[config.mk]
export PLATFORM = sky130hd
export DESIGN_NAME = bkpt_trigger_compare
export DESIGN_NICKNAME = d
export VERILOG_FILES = /design/src/core/trig_level_eval.v /design/src/core/bkpt_trigger_compare.v
export VERILOG_INCLUDE_DIRS = /design/src /design/src/common
export SDC_FILE = /design/constraint.sdc
export NUM_CORES = 1
export LEC_CHECK = 0
export BUFFER_PORTS_ARGS = -buffer_cell sky130_fd_sc_hd__buf_2
export CORE_ASPECT_RATIO = 1.25
export CORE_MARGIN = 8
export CORE_UTILIZATION = 40
export DETAILED_ROUTE_END_ITERATION = 8
export SETUP_SLACK_MARGIN = 0.5
export SYNTH_ARGS = -nofsm -noshare
export SYNTH_HDL_FRONTEND = slang
export SYNTH_SLANG_ARGS = --single-unit
[constraint.sdc]
create_clock -name clk_sys -period 4.4 [get_ports clk_sys]
set_input_delay 0.88 -clock clk_sys [delete_from_list [all_inputs] [get_ports clk_sys]]
set_output_delay 0.88 -clock clk_sys [all_outputs]
set_load 0.1 [all_outputs]
[src/common/bkpt_trigger_defines.vh]
/*
 * Register numbers, field positions and reset values of the trigger block.
 * Assumes inclusion by bare name.
 */
// What this block does
// Level enable adds byte 2 to data compare.
// Level enable adds byte 3 to data compare.
// Data invert bit inverts the combined result of the enabled byte lane comparators.
// Three address mode enables per level; all clear disables it.
// Outside-range enable: true only outside low..high.
// Inside-range enable: address true within inclusive low..high range.
// Exact-low enable: address true when address equals low bound.
// PC breakpoint takes part only when its enable bit is one.
// PC invert set: true outside masked region; clear: true inside it.
// Compare PC with match value, skipping masked bits.
// PC match value holds instruction address in bits 31 down to 1.
// PC mask bit zero compares that bit; one ignores it.
// PC mask at register 0x09, written by supervisor and host writes.
// PC match value: supervisor write, host read and host write.
// Address bounds compared against every local bus transfer address.
// High bound at 0x0C; supervisor write, host read and write.
// Low bound at 0x0D; supervisor write and host write only.
// Low bound is full 32-bit range floor and exact address value.
// High bound is full 32-bit inclusive range ceiling.
// Response field: 00 report only, 01 halt, 10 debug interrupt, 11 reserved.
// Select 0: PC AND address AND data; select 1: PC OR (address AND data).
// Level global enable; clear disables that level.
// PC bit 0 not compared; each transfer judged in the cycle presented.
`ifndef BKPT_TRIGGER_DEFINES_VH
`define BKPT_TRIGGER_DEFINES_VH

// Debug control register numbers
`define REG_TRIGGER_DEFINITION 4'h7
`define REG_PC_MATCH_VALUE 4'h8
`define REG_PC_MATCH_MASK 4'h9
`define REG_ADDR_BOUND_HIGH 4'hC
`define REG_ADDR_BOUND_LOW 4'hD

// Reset values
`define RST_TRIGGER_DEFINITION 32'h0000_0000
`define RST_PC_MATCH_VALUE 32'h0000_0000
`define RST_PC_MATCH_MASK 32'h0000_0000
`define RST_ADDR_BOUND 32'h0000_0000

// Trigger definition fields
`define TRC_HI 31
`define TRC_LO 30
`define LVL2_HI 29
`define LVL2_LO 16
`define LVL1_HI 13
`define LVL1_LO 0
`define LVL2_OR_BIT 15
`define LVL1_OR_BIT 14

// Response encodings
`define RESP_REPORT 2'h0
`define RESP_HALT 2'h1
`define RESP_DBG_INT 2'h2

// Fields in one 14-bit level slice
`define F_EBL 13
`define F_EDLW 12
`define F_EDWL 11
`define F_EDWU 10
`define F_EDLL 9
`define F_EDLM 8
`define F_DATA_BYTE2_ENABLE 7
`define F_DATA_BYTE3_ENABLE 6
`define F_DI 5
`define F_EAI 4
`define F_EAR 3
`define F_EAL 2
`define F_EPC 1
`define F_PCI 0

// Compared PC bits
`define PC_CMP_BITS 32'hFFFF_FFFE

`endif

[src/core/trig_level_eval.v]
/*
 * One trigger level: PC, address and data results to one hit.
 * Assumes results of one cycle.
 */
`timescale 1ns/1ps
`include "bkpt_trigger_defines.vh"

module trig_level_eval (
    // Level configuration
    input wire [13:0] cfg,
    input wire or_sel,
    // Raw comparator results
    input wire pc_valid,
    input wire pc_hit,
    input wire bus_valid,
    input wire addr_eq_low,
    input wire addr_in_range,
    input wire [3:0] lane_eq,
    // Result
    output wire hit
);

    wire [3:0] lane_en;
    wire data_en, data_raw, data_cond;
    wire addr_en, addr_raw, addr_cond, bus_part_en;
    wire pc_en, pc_cond, and_hit, or_hit;

    ////////////////////////////////////////////////////////////////////////
    // byte two lane
    // Lanes enabled by longword, word or byte selects
    assign lane_en[0] = cfg[`F_EDLL] | cfg[`F_EDWL] | cfg[`F_EDLW];
    assign lane_en[1] = cfg[`F_EDLM] | cfg[`F_EDWL] | cfg[`F_EDLW];
    assign lane_en[2] = cfg[`F_DATA_BYTE2_ENABLE] | cfg[`F_EDWU] | cfg[`F_EDLW];
    // byte three lane
    assign lane_en[3] = cfg[`F_DATA_BYTE3_ENABLE] | cfg[`F_EDWU] | cfg[`F_EDLW];

    // data invert sense
    // No lane enabled means the data term drops out
    assign data_en = |lane_en;
    assign data_raw = &(lane_eq | ~lane_en);
    assign data_cond = data_en ? (bus_valid & (data_raw ^ cfg[`F_DI])) : 1'b1;

    ////////////////////////////////////////////////////////////////////////
    // address mode enables
    assign addr_en = cfg[`F_EAI] | cfg[`F_EAR] | cfg[`F_EAL];
    // address modes
    assign addr_raw = (cfg[`F_EAL] & addr_eq_low) | (cfg[`F_EAR] & addr_in_range)
                    | (cfg[`F_EAI] & ~addr_in_range);
    assign addr_cond = addr_en ? (bus_valid & addr_raw) : 1'b1;
    assign bus_part_en = addr_en | data_en;

    ////////////////////////////////////////////////////////////////////////
    // PC enable gate
    assign pc_en = cfg[`F_EPC];
    // PC invert region
    assign pc_cond = pc_valid & (pc_hit ^ cfg[`F_PCI]);

    // AND or OR form
    assign and_hit = (pc_en | bus_part_en) & (~pc_en | pc_cond) & addr_cond & data_cond;
    assign or_hit = (pc_en & pc_cond) | (bus_part_en & addr_cond & data_cond);

    // level global enable
    assign hit = cfg[`F_EBL] & (or_sel ? or_hit : and_hit);

endmodule // trig_level_eval

[src/core/bkpt_trigger_compare.v]
/*
 * Breakpoint trigger comparator.
 * Holds trigger, PC and address registers,
 * compares PC and bus every cycle
 * and raises the chosen response.
 * Assumes every port runs on clk_sys;
 * data match settings come from outside.
 */
`timescale 1ns/1ps
`include "bkpt_trigger_defines.vh"

module bkpt_trigger_compare (
    // Clock and reset
    input wire clk_sys,
    input wire rst_n,

    // Supervisor debug write instruction port
    input wire supervisor_debug_write_op,
    input wire [3:0] sup_reg_num,
    input wire [31:0] sup_wr_data,

    // Background debug port register commands
    input wire host_debug_reg_write,
    input wire host_debug_reg_read,
    input wire [3:0] host_reg_num,
    input wire [31:0] host_wr_data,
    output reg host_rd_ack_reg,
    output reg host_rd_err_reg,
    output reg [31:0] host_rd_data_reg,

    // Core program counter
    input wire pc_valid,
    input wire [31:0] pc_value,

    // Core local bus transfer
    input wire bus_valid,
    input wire [31:0] bus_addr,
    input wire [31:0] bus_data,

    // Data match settings from the data register block
    input wire [31:0] data_match_value,
    input wire [31:0] data_match_mask,

    // Trigger responses
    output reg [1:0] debug_data_outputs_reg,
    output reg trig_report_reg,
    output reg halt_req_reg,
    output reg dbg_int_req_reg,
    output reg level2_armed_reg
);

    ////////////////////////////////////////////////////////////////////////
    // Register storage

    reg [31:0] trigger_definition_reg;
    reg [31:0] pc_match_value_reg;
    reg [31:0] pc_match_mask_reg;
    reg [31:0] addr_bound_high_reg;
    reg [31:0] addr_bound_low_reg;

    // Next-state signals
    reg [31:0] trigger_definition_next;
    reg [31:0] pc_match_value_next;
    reg [31:0] pc_match_mask_next;
    reg [31:0] addr_bound_high_next;
    reg [31:0] addr_bound_low_next;
    reg [31:0] rd_data_next;
    reg rd_err_next;

    // Comparator results
    wire pc_hit;
    wire addr_eq_low;
    wire addr_in_range;
    wire [3:0] lane_eq;
    wire [1:0] level_hit;
    wire [1:0] level_en;
    wire [1:0] or_sel;
    wire [1:0] resp_sel;
    wire tdr_written;
    wire complete;

    ////////////////////////////////////////////////////////////////////////
    // Register write decode
    // Supervisor write last, so it wins a tie
    always @* begin
        trigger_definition_next = trigger_definition_reg;
        pc_match_value_next = pc_match_value_reg;
        pc_match_mask_next = pc_match_mask_reg;
        addr_bound_high_next = addr_bound_high_reg;
        addr_bound_low_next = addr_bound_low_reg;
        if (host_debug_reg_write) begin
            case (host_reg_num)
                `REG_TRIGGER_DEFINITION: begin
                    trigger_definition_next = host_wr_data;
                end
                // host write of match value
                `REG_PC_MATCH_VALUE: begin
                    pc_match_value_next = host_wr_data;
                end
                // host write of mask
                `REG_PC_MATCH_MASK: begin
                    pc_match_mask_next = host_wr_data;
                end
                // host write of high bound
                `REG_ADDR_BOUND_HIGH: begin
                    addr_bound_high_next = host_wr_data;
                end
                // host write of low bound
                `REG_ADDR_BOUND_LOW: begin
                    addr_bound_low_next = host_wr_data;
                end
                default: begin
                    trigger_definition_next = trigger_definition_reg;
                end
            endcase
        end
        if (supervisor_debug_write_op) begin
            case (sup_reg_num)
                `REG_TRIGGER_DEFINITION: begin
                    trigger_definition_next = sup_wr_data;
                end
                // supervisor write of match value
                `REG_PC_MATCH_VALUE: begin
                    pc_match_value_next = sup_wr_data;
                end
                // supervisor write of mask
                `REG_PC_MATCH_MASK: begin
                    pc_match_mask_next = sup_wr_data;
                end
                // supervisor write of high bound
                `REG_ADDR_BOUND_HIGH: begin
                    addr_bound_high_next = sup_wr_data;
                end
                // supervisor write of low bound
                `REG_ADDR_BOUND_LOW: begin
                    addr_bound_low_next = sup_wr_data;
                end
                default: begin
                    trigger_definition_next = trigger_definition_next;
                end
            endcase
        end
    end

    ////////////////////////////////////////////////////////////////////////
    // Host read decode
    // Write-only or unmapped: zero data and error
    always @* begin
        rd_data_next = 32'h0000_0000;
        rd_err_next = 1'b0;
        case (host_reg_num)
            `REG_TRIGGER_DEFINITION: begin
                rd_data_next = trigger_definition_reg;
            end
            // host read of match value
            `REG_PC_MATCH_VALUE: begin
                rd_data_next = pc_match_value_reg;
            end
            // host read of high bound
            `REG_ADDR_BOUND_HIGH: begin
                rd_data_next = addr_bound_high_reg;
            end
            // low bound not readable
            `REG_ADDR_BOUND_LOW: begin
                rd_err_next = 1'b1;
            end
            `REG_PC_MATCH_MASK: begin
                rd_err_next = 1'b1;
            end
            default: begin
                rd_err_next = 1'b1;
            end
        endcase
    end

    ////////////////////////////////////////////////////////////////////////
    // Register update and host read answer
    always @(posedge clk_sys) begin
        if (!rst_n) begin
            trigger_definition_reg <= `RST_TRIGGER_DEFINITION;
            pc_match_value_reg <= `RST_PC_MATCH_VALUE;
            pc_match_mask_reg <= `RST_PC_MATCH_MASK;
            addr_bound_high_reg <= `RST_ADDR_BOUND;
            addr_bound_low_reg <= `RST_ADDR_BOUND;
            host_rd_ack_reg <= 1'b0;
            host_rd_err_reg <= 1'b0;
            host_rd_data_reg <= 32'h0000_0000;
        end else begin
            trigger_definition_reg <= trigger_definition_next;
            pc_match_value_reg <= pc_match_value_next;
            pc_match_mask_reg <= pc_match_mask_next;
            // full 32-bit high bound
            addr_bound_high_reg <= addr_bound_high_next;
            // full 32-bit low bound
            addr_bound_low_reg <= addr_bound_low_next;
            host_rd_ack_reg <= host_debug_reg_read;
            host_rd_err_reg <= host_debug_reg_read & rd_err_next;
            if (host_debug_reg_read) begin
                host_rd_data_reg <= rd_data_next;
            end
        end
    end

    ////////////////////////////////////////////////////////////////////////
    // PC comparator
    // masked PC compare
    // bits 31..1 only, mask one ignores bit
    assign pc_hit = ((pc_value ^ pc_match_value_reg) & ~pc_match_mask_reg
                    & `PC_CMP_BITS) == 32'h0000_0000;

    ////////////////////////////////////////////////////////////////////////
    // Address comparators
    // every bus transfer address
    assign addr_eq_low = (bus_addr == addr_bound_low_reg);
    // inclusive range
    assign addr_in_range = (bus_addr >= addr_bound_low_reg)
                         & (bus_addr <= addr_bound_high_reg);

    ////////////////////////////////////////////////////////////////////////
    // Data compare per byte lane, masked per bit
    genvar gl;
    generate
        for (gl = 0; gl < 4; gl = gl + 1) begin : g_lane
            assign lane_eq[gl] = ((bus_data[gl*8 +: 8] ^ data_match_value[gl*8 +: 8])
                                 & ~data_match_mask[gl*8 +: 8]) == 8'h00;
        end
    endgenerate

    ////////////////////////////////////////////////////////////////////////
    // Level 1 low half, level 2 high half
    assign or_sel[0] = trigger_definition_reg[`LVL1_OR_BIT];
    assign or_sel[1] = trigger_definition_reg[`LVL2_OR_BIT];
    assign level_en[0] = trigger_definition_reg[`LVL1_LO + `F_EBL];
    assign level_en[1] = trigger_definition_reg[`LVL2_LO + `F_EBL];

    trig_level_eval u_level1 (
        .cfg(trigger_definition_reg[`LVL1_HI:`LVL1_LO]),
        .or_sel(or_sel[0]),
        .pc_valid(pc_valid),
        .pc_hit(pc_hit),
        .bus_valid(bus_valid),
        .addr_eq_low(addr_eq_low),
        .addr_in_range(addr_in_range),
        .lane_eq(lane_eq),
        .hit(level_hit[0])
    );

    trig_level_eval u_level2 (
        .cfg(trigger_definition_reg[`LVL2_HI:`LVL2_LO]),
        .or_sel(or_sel[1]),
        .pc_valid(pc_valid),
        .pc_hit(pc_hit),
        .bus_valid(bus_valid),
        .addr_eq_low(addr_eq_low),
        .addr_in_range(addr_in_range),
        .lane_eq(lane_eq),
        .hit(level_hit[1])
    );

    ////////////////////////////////////////////////////////////////////////
    // Trigger sequencing
    // Both levels on: level 1 arms, level 2 completes.
    // One level on: that level completes alone.
    assign tdr_written = (host_debug_reg_write & (host_reg_num == `REG_TRIGGER_DEFINITION))
                       | (supervisor_debug_write_op
                          & (sup_reg_num == `REG_TRIGGER_DEFINITION));

    // levels gated by global enables
    assign complete = (level_en == 2'b01) ? level_hit[0] :
                      (level_en == 2'b10) ? level_hit[1] :
                      (level_en == 2'b11) ? (level2_armed_reg & level_hit[1]) : 1'b0;

    assign resp_sel = trigger_definition_reg[`TRC_HI:`TRC_LO];

    // Arm state, cleared by completion, definition write or either level off
    always @(posedge clk_sys) begin
        if (!rst_n) begin
            level2_armed_reg <= 1'b0;
        end else if (tdr_written || level_en != 2'b11) begin
            level2_armed_reg <= 1'b0;
        end else if (complete) begin
            level2_armed_reg <= 1'b0;
        end else if (level_hit[0]) begin
            level2_armed_reg <= 1'b1;
        end
    end

    ////////////////////////////////////////////////////////////////////////
    // Response pulses, one cycle after completion
    // response select
    always @(posedge clk_sys) begin
        if (!rst_n) begin
            trig_report_reg <= 1'b0;
            halt_req_reg <= 1'b0;
            dbg_int_req_reg <= 1'b0;
            debug_data_outputs_reg <= 2'h0;
        end else begin
            trig_report_reg <= complete;
            halt_req_reg <= complete & (resp_sel == `RESP_HALT);
            dbg_int_req_reg <= complete & (resp_sel == `RESP_DBG_INT);
            if (complete) begin
                debug_data_outputs_reg <= resp_sel; // Response always shown
            end else begin
                debug_data_outputs_reg <= 2'h0;
            end
        end
    end

endmodule // bkpt_trigger_compare

# --- After elaboration in Yosys (flattened, before gate mapping) ---
# Index checks and enable logic that the tools add are counted.
# Widths: inputs -> output; s select.
word_totals:
  register_bits: 200
  in_bits: 239
  out_inout_bits: 40
  elab_cells: 169
op_classes:
  n_lt_le_gt_ge: 2
  eq_ne: 17
  mux: 31
  bitwise_logic: 93
  n_reduce_logical: 13
op_table:
  columns: ["operator", "count"]
  rows:
  - ["$mux 32", 20]
  - ["$pmux 32 s3", 1]
  - ["$and 1x1->1", 33]
  - ["$or 1x1->1", 33]
  - ["$and 32x32->32", 1]
  - ["$and 8x8->8", 4]
  - ["$eq 32x32->1", 1]
  - ["$eq 4x4->1 const B", 8]
  - ["$ge 32x32->1", 1]
  - ["$le 32x32->1", 1]
  - ["$logic_not 32->1", 1]
  - ["$logic_not 8->1", 4]
  - ["$not 32->32", 1]
  - ["$not 8->8", 4]
  - ["$xor 32x32->32", 1]
  - ["$xor 8x8->8", 4]
  - ["$mux 1", 10]
  - ["$eq 4x3->1 const B", 2]
  - ["$not 4->4", 2]
  - ["$or 4x4->4", 2]
  - ["$reduce_and 4->1", 2]
  - ["$reduce_or 4->1", 2]
  - ["$eq 2x2->1 const B", 3]
  - ["$reduce_or 3->1", 2]
  - ["6 further kinds", 13]

# --- Depth between registers and ports, before layout ---
logic_depth:
  depth_word: 17
  ltp_mapped: 12
  mapped_depth_nobuf: 12

# --- Modules after synthesis ---
# Synthesis repeated with hierarchy kept, for this count alone.
hier_totals:
  cells_unflattened: 1355
  hier_area_um2: 12206.7
modules_own_cells:
  columns: ["mod", "n_inst", "cells_per_inst", "area_per_inst_um2", "seq_area_each_um2"]
  rows:
  - ["bkpt_trigger_compare", 1, 1299, 11828.8, 3983.8]
  - ["trig_level_eval", 2, 28, 188.9, 0.0]

# --- Least setup slack after synthesis ---
# OpenSTA, ideal clock, no wires.
synth_path:
  path_type: "input -> register"
  start: "input port bus_addr[30]"
  end: "register trig_report_reg"
  arrival_time_ns: 3.400
  slack_ns: 0.913
  stages: 11
  cell_sequence: "ha_1 -> a21oi_1 -> nand2_1 -> a221oi_1 -> nand4_1 -> a31o_1 -> or2_2 -> a311o_1 -> o31a_1 -> or4_1 -> o31ai_1"
synth_via:
  elab_chain_cells: 16
  word_cells_on_any_way: 37
  classes_between: "order compare (2); eq/ne (1); mux (7); bitwise (27)"
synth_lines:
  columns: ["element", "line_no", "rtl"]
  rows:
  - ["start: declaration", "bkpt_trigger_compare.v:37", "input wire [31:0] bus_addr,"]
  - ["$ge 32x32->1 / $le 32x32->1 (equally long branches)", "bkpt_trigger_compare.v:216, bkpt_trigger_compare.v:217", null]
  - ["$and 1x1->1", "bkpt_trigger_compare.v:217", "& (bus_addr <= addr_bound_high_reg);"]
  - ["$and 1x1->1 / $not 1->1 (equally long branches)", "trig_level_eval.v:47, trig_level_eval.v:48", null]
  - ["$or 1x1->1 / $and 1x1->1 (equally long branches)", "trig_level_eval.v:47, trig_level_eval.v:48", null]
  - ["$or 1x1->1", "trig_level_eval.v:47", "assign addr_raw = (cfg[`F_EAL] & addr_eq_low) | (cfg[`F_EAR] & addr_in_range)"]
  - ["$and 1x1->1", "trig_level_eval.v:49", "assign addr_cond = addr_en ? (bus_valid & addr_raw) : 1'b1;"]
  - ["$mux 1", "trig_level_eval.v:49", null]
  - ["$and 1x1->1 (2 in series)", "trig_level_eval.v:60", "assign or_hit = (pc_en & pc_cond) | (bus_part_en & addr_cond & data_cond);"]
  - ["$or 1x1->1", "trig_level_eval.v:60", null]
  - ["$mux 1", "trig_level_eval.v:63", "assign hit = cfg[`F_EBL] & (or_sel ? or_hit : and_hit);"]
  - ["$and 1x1->1", "trig_level_eval.v:63", null]
  - ["$and 1x1->1", "bkpt_trigger_compare.v:271", "(level_en == 2'b11) ? (level2_armed_reg & level_hit[1]) : 1'b0;"]
  - ["$mux 1", "bkpt_trigger_compare.v:271", null]
  - ["$mux 1", "bkpt_trigger_compare.v:270", "(level_en == 2'b10) ? level_hit[1] :"]
  - ["$mux 1 *", "bkpt_trigger_compare.v:269", "assign complete = (level_en == 2'b01) ? level_hit[0] :"]
  - ["end signal: assignment", "bkpt_trigger_compare.v:298", "trig_report_reg <= complete;"]
  - ["end: declaration", "bkpt_trigger_compare.v:46", "output reg trig_report_reg,"]
# Every way passes the cells marked *; elsewhere a longest branch is shown, timed or not.
# A chain may end at the register's enable or synchronous reset.

# --- Final worst setup path ---
layout_path:
  start: "input port bus_addr[27]"
  end: "register trig_report_reg"
# The elaborated chain is that of the path after synthesis.

==> results.py <==
metrics = {
    "status": {
        "status": "completed",
    },
    "synthesis": {
        "synth_edf_count": 0,
        "synthTopCellsByArea": "dfxtp_1, mux2i_1, a211oi_1",
        "post-synth-top-area-cell": "dfxtp_1",
        "synthMostInstantiatedCell": "nor2_1",
        "ys_seq_elements": 199,
        "syn_nets": 1668,
        "synth_top_area_share_pct": 33.9,
        "synthCells": 1365,
        "avgSynthCellArea_um2": 8.62,
        "synth-seq-area-share_pct": 33.9,
        "ys_warn_count": 0,
        "synth-async-reset-ratio_pct": 0,
        "ys_types": 58,
        "synth_flop_cell": "dfxtp_1",
        "ys_top_cells_by_count": "nor2_1, dfxtp_1, a211oi_1",
        "synth_area_um2": 11800,
    },
    "floorplanning": {
        "core-area_um2": 29100,
        "die_w_um": 169,
        "fp.dieH_um": 208,
        "io_pins": 279,
        "start_util_pct": 40.5,
        "fp-row-count": 70,
        "dieArea_um2": 35200,
    },
    "clocking": {
        "clkSlewWorstSetupHoldPaths_ps": 70,
        "postCtsHoldBufs": 0,
        "cts-resized-gates": 0,
        "tritoncts": "yes",
        "clk_latency_ps": 450,
        "cts_setup_buffers": 0,
        "htree_levels": 4,
        "clock_sinks": 199,
        "clockBufferDepth": 2,
        "cts_root_buf": "clkbuf_16",
        "cts_made_buffers": 17,
    },
    "detailed_routing": {
        "first_iter_violations": 978,
        "vias": 11400,
        "antenna_left": 0,
        "wirelength_mm": 44.8,
        "routedWlPerCell_um": 22.3,
        "routed_via_density": 5.67,
        "drt_first_pass_iters": 5,
        "detail_route.drc_violations": 0,
    },
    "setup_path": {
        "cp-start-kind": "input port",
        "path_max_fanout": 5,
        "r2r_slack_ps": 930,
        "cp.required_ps": 4750,
        "critPathKind": "in -> reg",
        "crit_path_end_kind": "flop",
        "worst_ep_arrival_time_ps": 3950,
    },
    "run": {
        "maxCapViolCount": 0,
    },
    "sta": {
        "tightest_slew_ps": 1060,
        "slew_headroom_pct": 29.6,
        "fmax_mhz": 278,
        "finalCritPeriodShare_pct": 81.8,
        "setup_ws_ps": 801,
        "slew_viol_final": 0,
        "period_needed_ps": 3600,
        "rsz0062_at_grt": "false",
        "final.setup.tns_ps": 0,
        "clock_skew_ps": 17.6,
        "setup_violations": 0,
        "hold_viol": 0,
    },
    "global_routing": {
        "grt_max_degree": 109,
        "antenna_found_initial": 2,
        "grt_pass1_vias": 11500,
        "grt_pass1_wl_mm": 68.3,
        "grt_usage_pct": 25.1,
        "grt_overflow": 0,
    },
    "power_and_ir_drop": {
        "cellPowerDensity_nw_per_um2": 304,
        "power_frac_comb_pct": 19.2,
        "p_switching_w": 0.00132,
        "internal_power_w": 0.00299,
        "leakage_nw": 5.74,
        "clockPowerShare_pct": 36.5,
        "power_frac_seq_pct": 44.3,
        "total_power_w": 0.00431,
        "switching_share_pct": 30.7,
        "max-vdd-ir-drop_uv": 259,
    },
    "place": {
        "gp_congestion": 0.878,
        "numPlacedInstances": 1975,
        "numPortBuffers": 277,
        "dp_slack_ps": 338,
        "dp_hpwl_mm": 33.5,
    },
    "cells_and_area": {
        "final_nets": 1901,
        "final_cell_count_no_fill": 2007,
        "area_growth_pct": 20.4,
        "post-route-util_pct": 48.7,
        "layout-drive-gt1-share_pct": 24.5,
    },
    "min_path": {
        "hp-class": "reg -> reg",
    },
}
[layout make-up]
type                    count  area, um2
fillers                  2886      14900
repair buffers            308       1640
clock buffers              19        453
diodes                      1       2.50
inverters                  76        290
flip-flops and latches    199       3980
multi-input cells         996       7180
well taps                 396        495
clock inverters            12        119
[per-layer routing]
| layer | up-vias | wire, um | global-route usage (%) |
|---|---|---|---|
| met1 | 5412 | 18500 | 30.3 |
| li1 | 5478 | - | - |
| met2 | 393 | 22000 | 42.8 |
| met3 | 92 | 2430 | 4.32 |
| met5 | - | 13 | 0 |
| met4 | 2 | 1770 | 11.1 |
[critical path, cell delays in order]
cell and delay, ps:
buf_2 120, ha_1 330, a21oi_1 120, o21ai_0 140, a221oi_1 300, buf_4 190
nand4_1 120, a31o_1 290, or2_2 280, a311o_1 350, o31a_1 360, or4_1 400
o31ai_1 70
[per-stage QoR]
stage | hold slack, ps | area, um2
2_1_floorplan | 471 | 11800
3_3_place_gp | 472 | 13600
3_5_place_dp | 477 | 13600
4_1_cts | 486 | 14200
5_1_grt | 512 | 14200
6_report | 482 | 14200
[cells by family after synthesis]
kind of cell             count (synthesis)  share of synthesized area, %
XOR/XNOR                                65                          4.84
flip-flops                             199                          33.9
AND/OR/NAND/NOR                        379                          14.7
buffers and inverters                  170                          5.42
multiplexers                           160                          14.0
adder cells (fa/ha/maj)                 64                          6.81
AO/OA/AOI/OAI                          328                          20.4
[power groups by stage]
stage / logic (W) / clock network (W) / registers (W)
floorplan: 0.000386 / 0 / 0.00205
global placement: 0.000809 / 0 / 0.00195
detailed placement: 0.000820 / 0 / 0.00195
CTS: 0.000824 / 0.00160 / 0.00191
global route: 0.000892 / 0.00166 / 0.00192
finish: 0.000827 / 0.00157 / 0.00191
[layout by cell type (no fill, tap or decap), types with 28 or more instances in the layout]
master and count:
ha_1 64, mux2i_1 128, buf_2 277, buf_4 29, a311oi_1 32, a22oi_1 32, o22ai_1 34, a21oi_1 28
dfxtp_1 199, inv_1 75, nor2_1 205, xnor2_1 64, nand3_1 44, nand2_1 55, a211oi_1 161, mux2_2 32
[final timing paths]
path | from | endpoint | cells after the start
max reg2reg | addr_bound_high_reg[30]$_SDFF_PN0_ | trig_report_reg$_SDFF_PN0_ | 13
min | host_rd_data_reg[8]$_SDFFE_PN0P_ | host_rd_data_reg[8]$_SDFFE_PN0P_ | 2
min reg2reg | host_rd_data_reg[8]$_SDFFE_PN0P_ | host_rd_data_reg[8]$_SDFFE_PN0P_ | 2
max | bus_addr[27] | trig_report_reg$_SDFF_PN0_ | 13
Note: power is estimated with default switching activity, not from simulation.
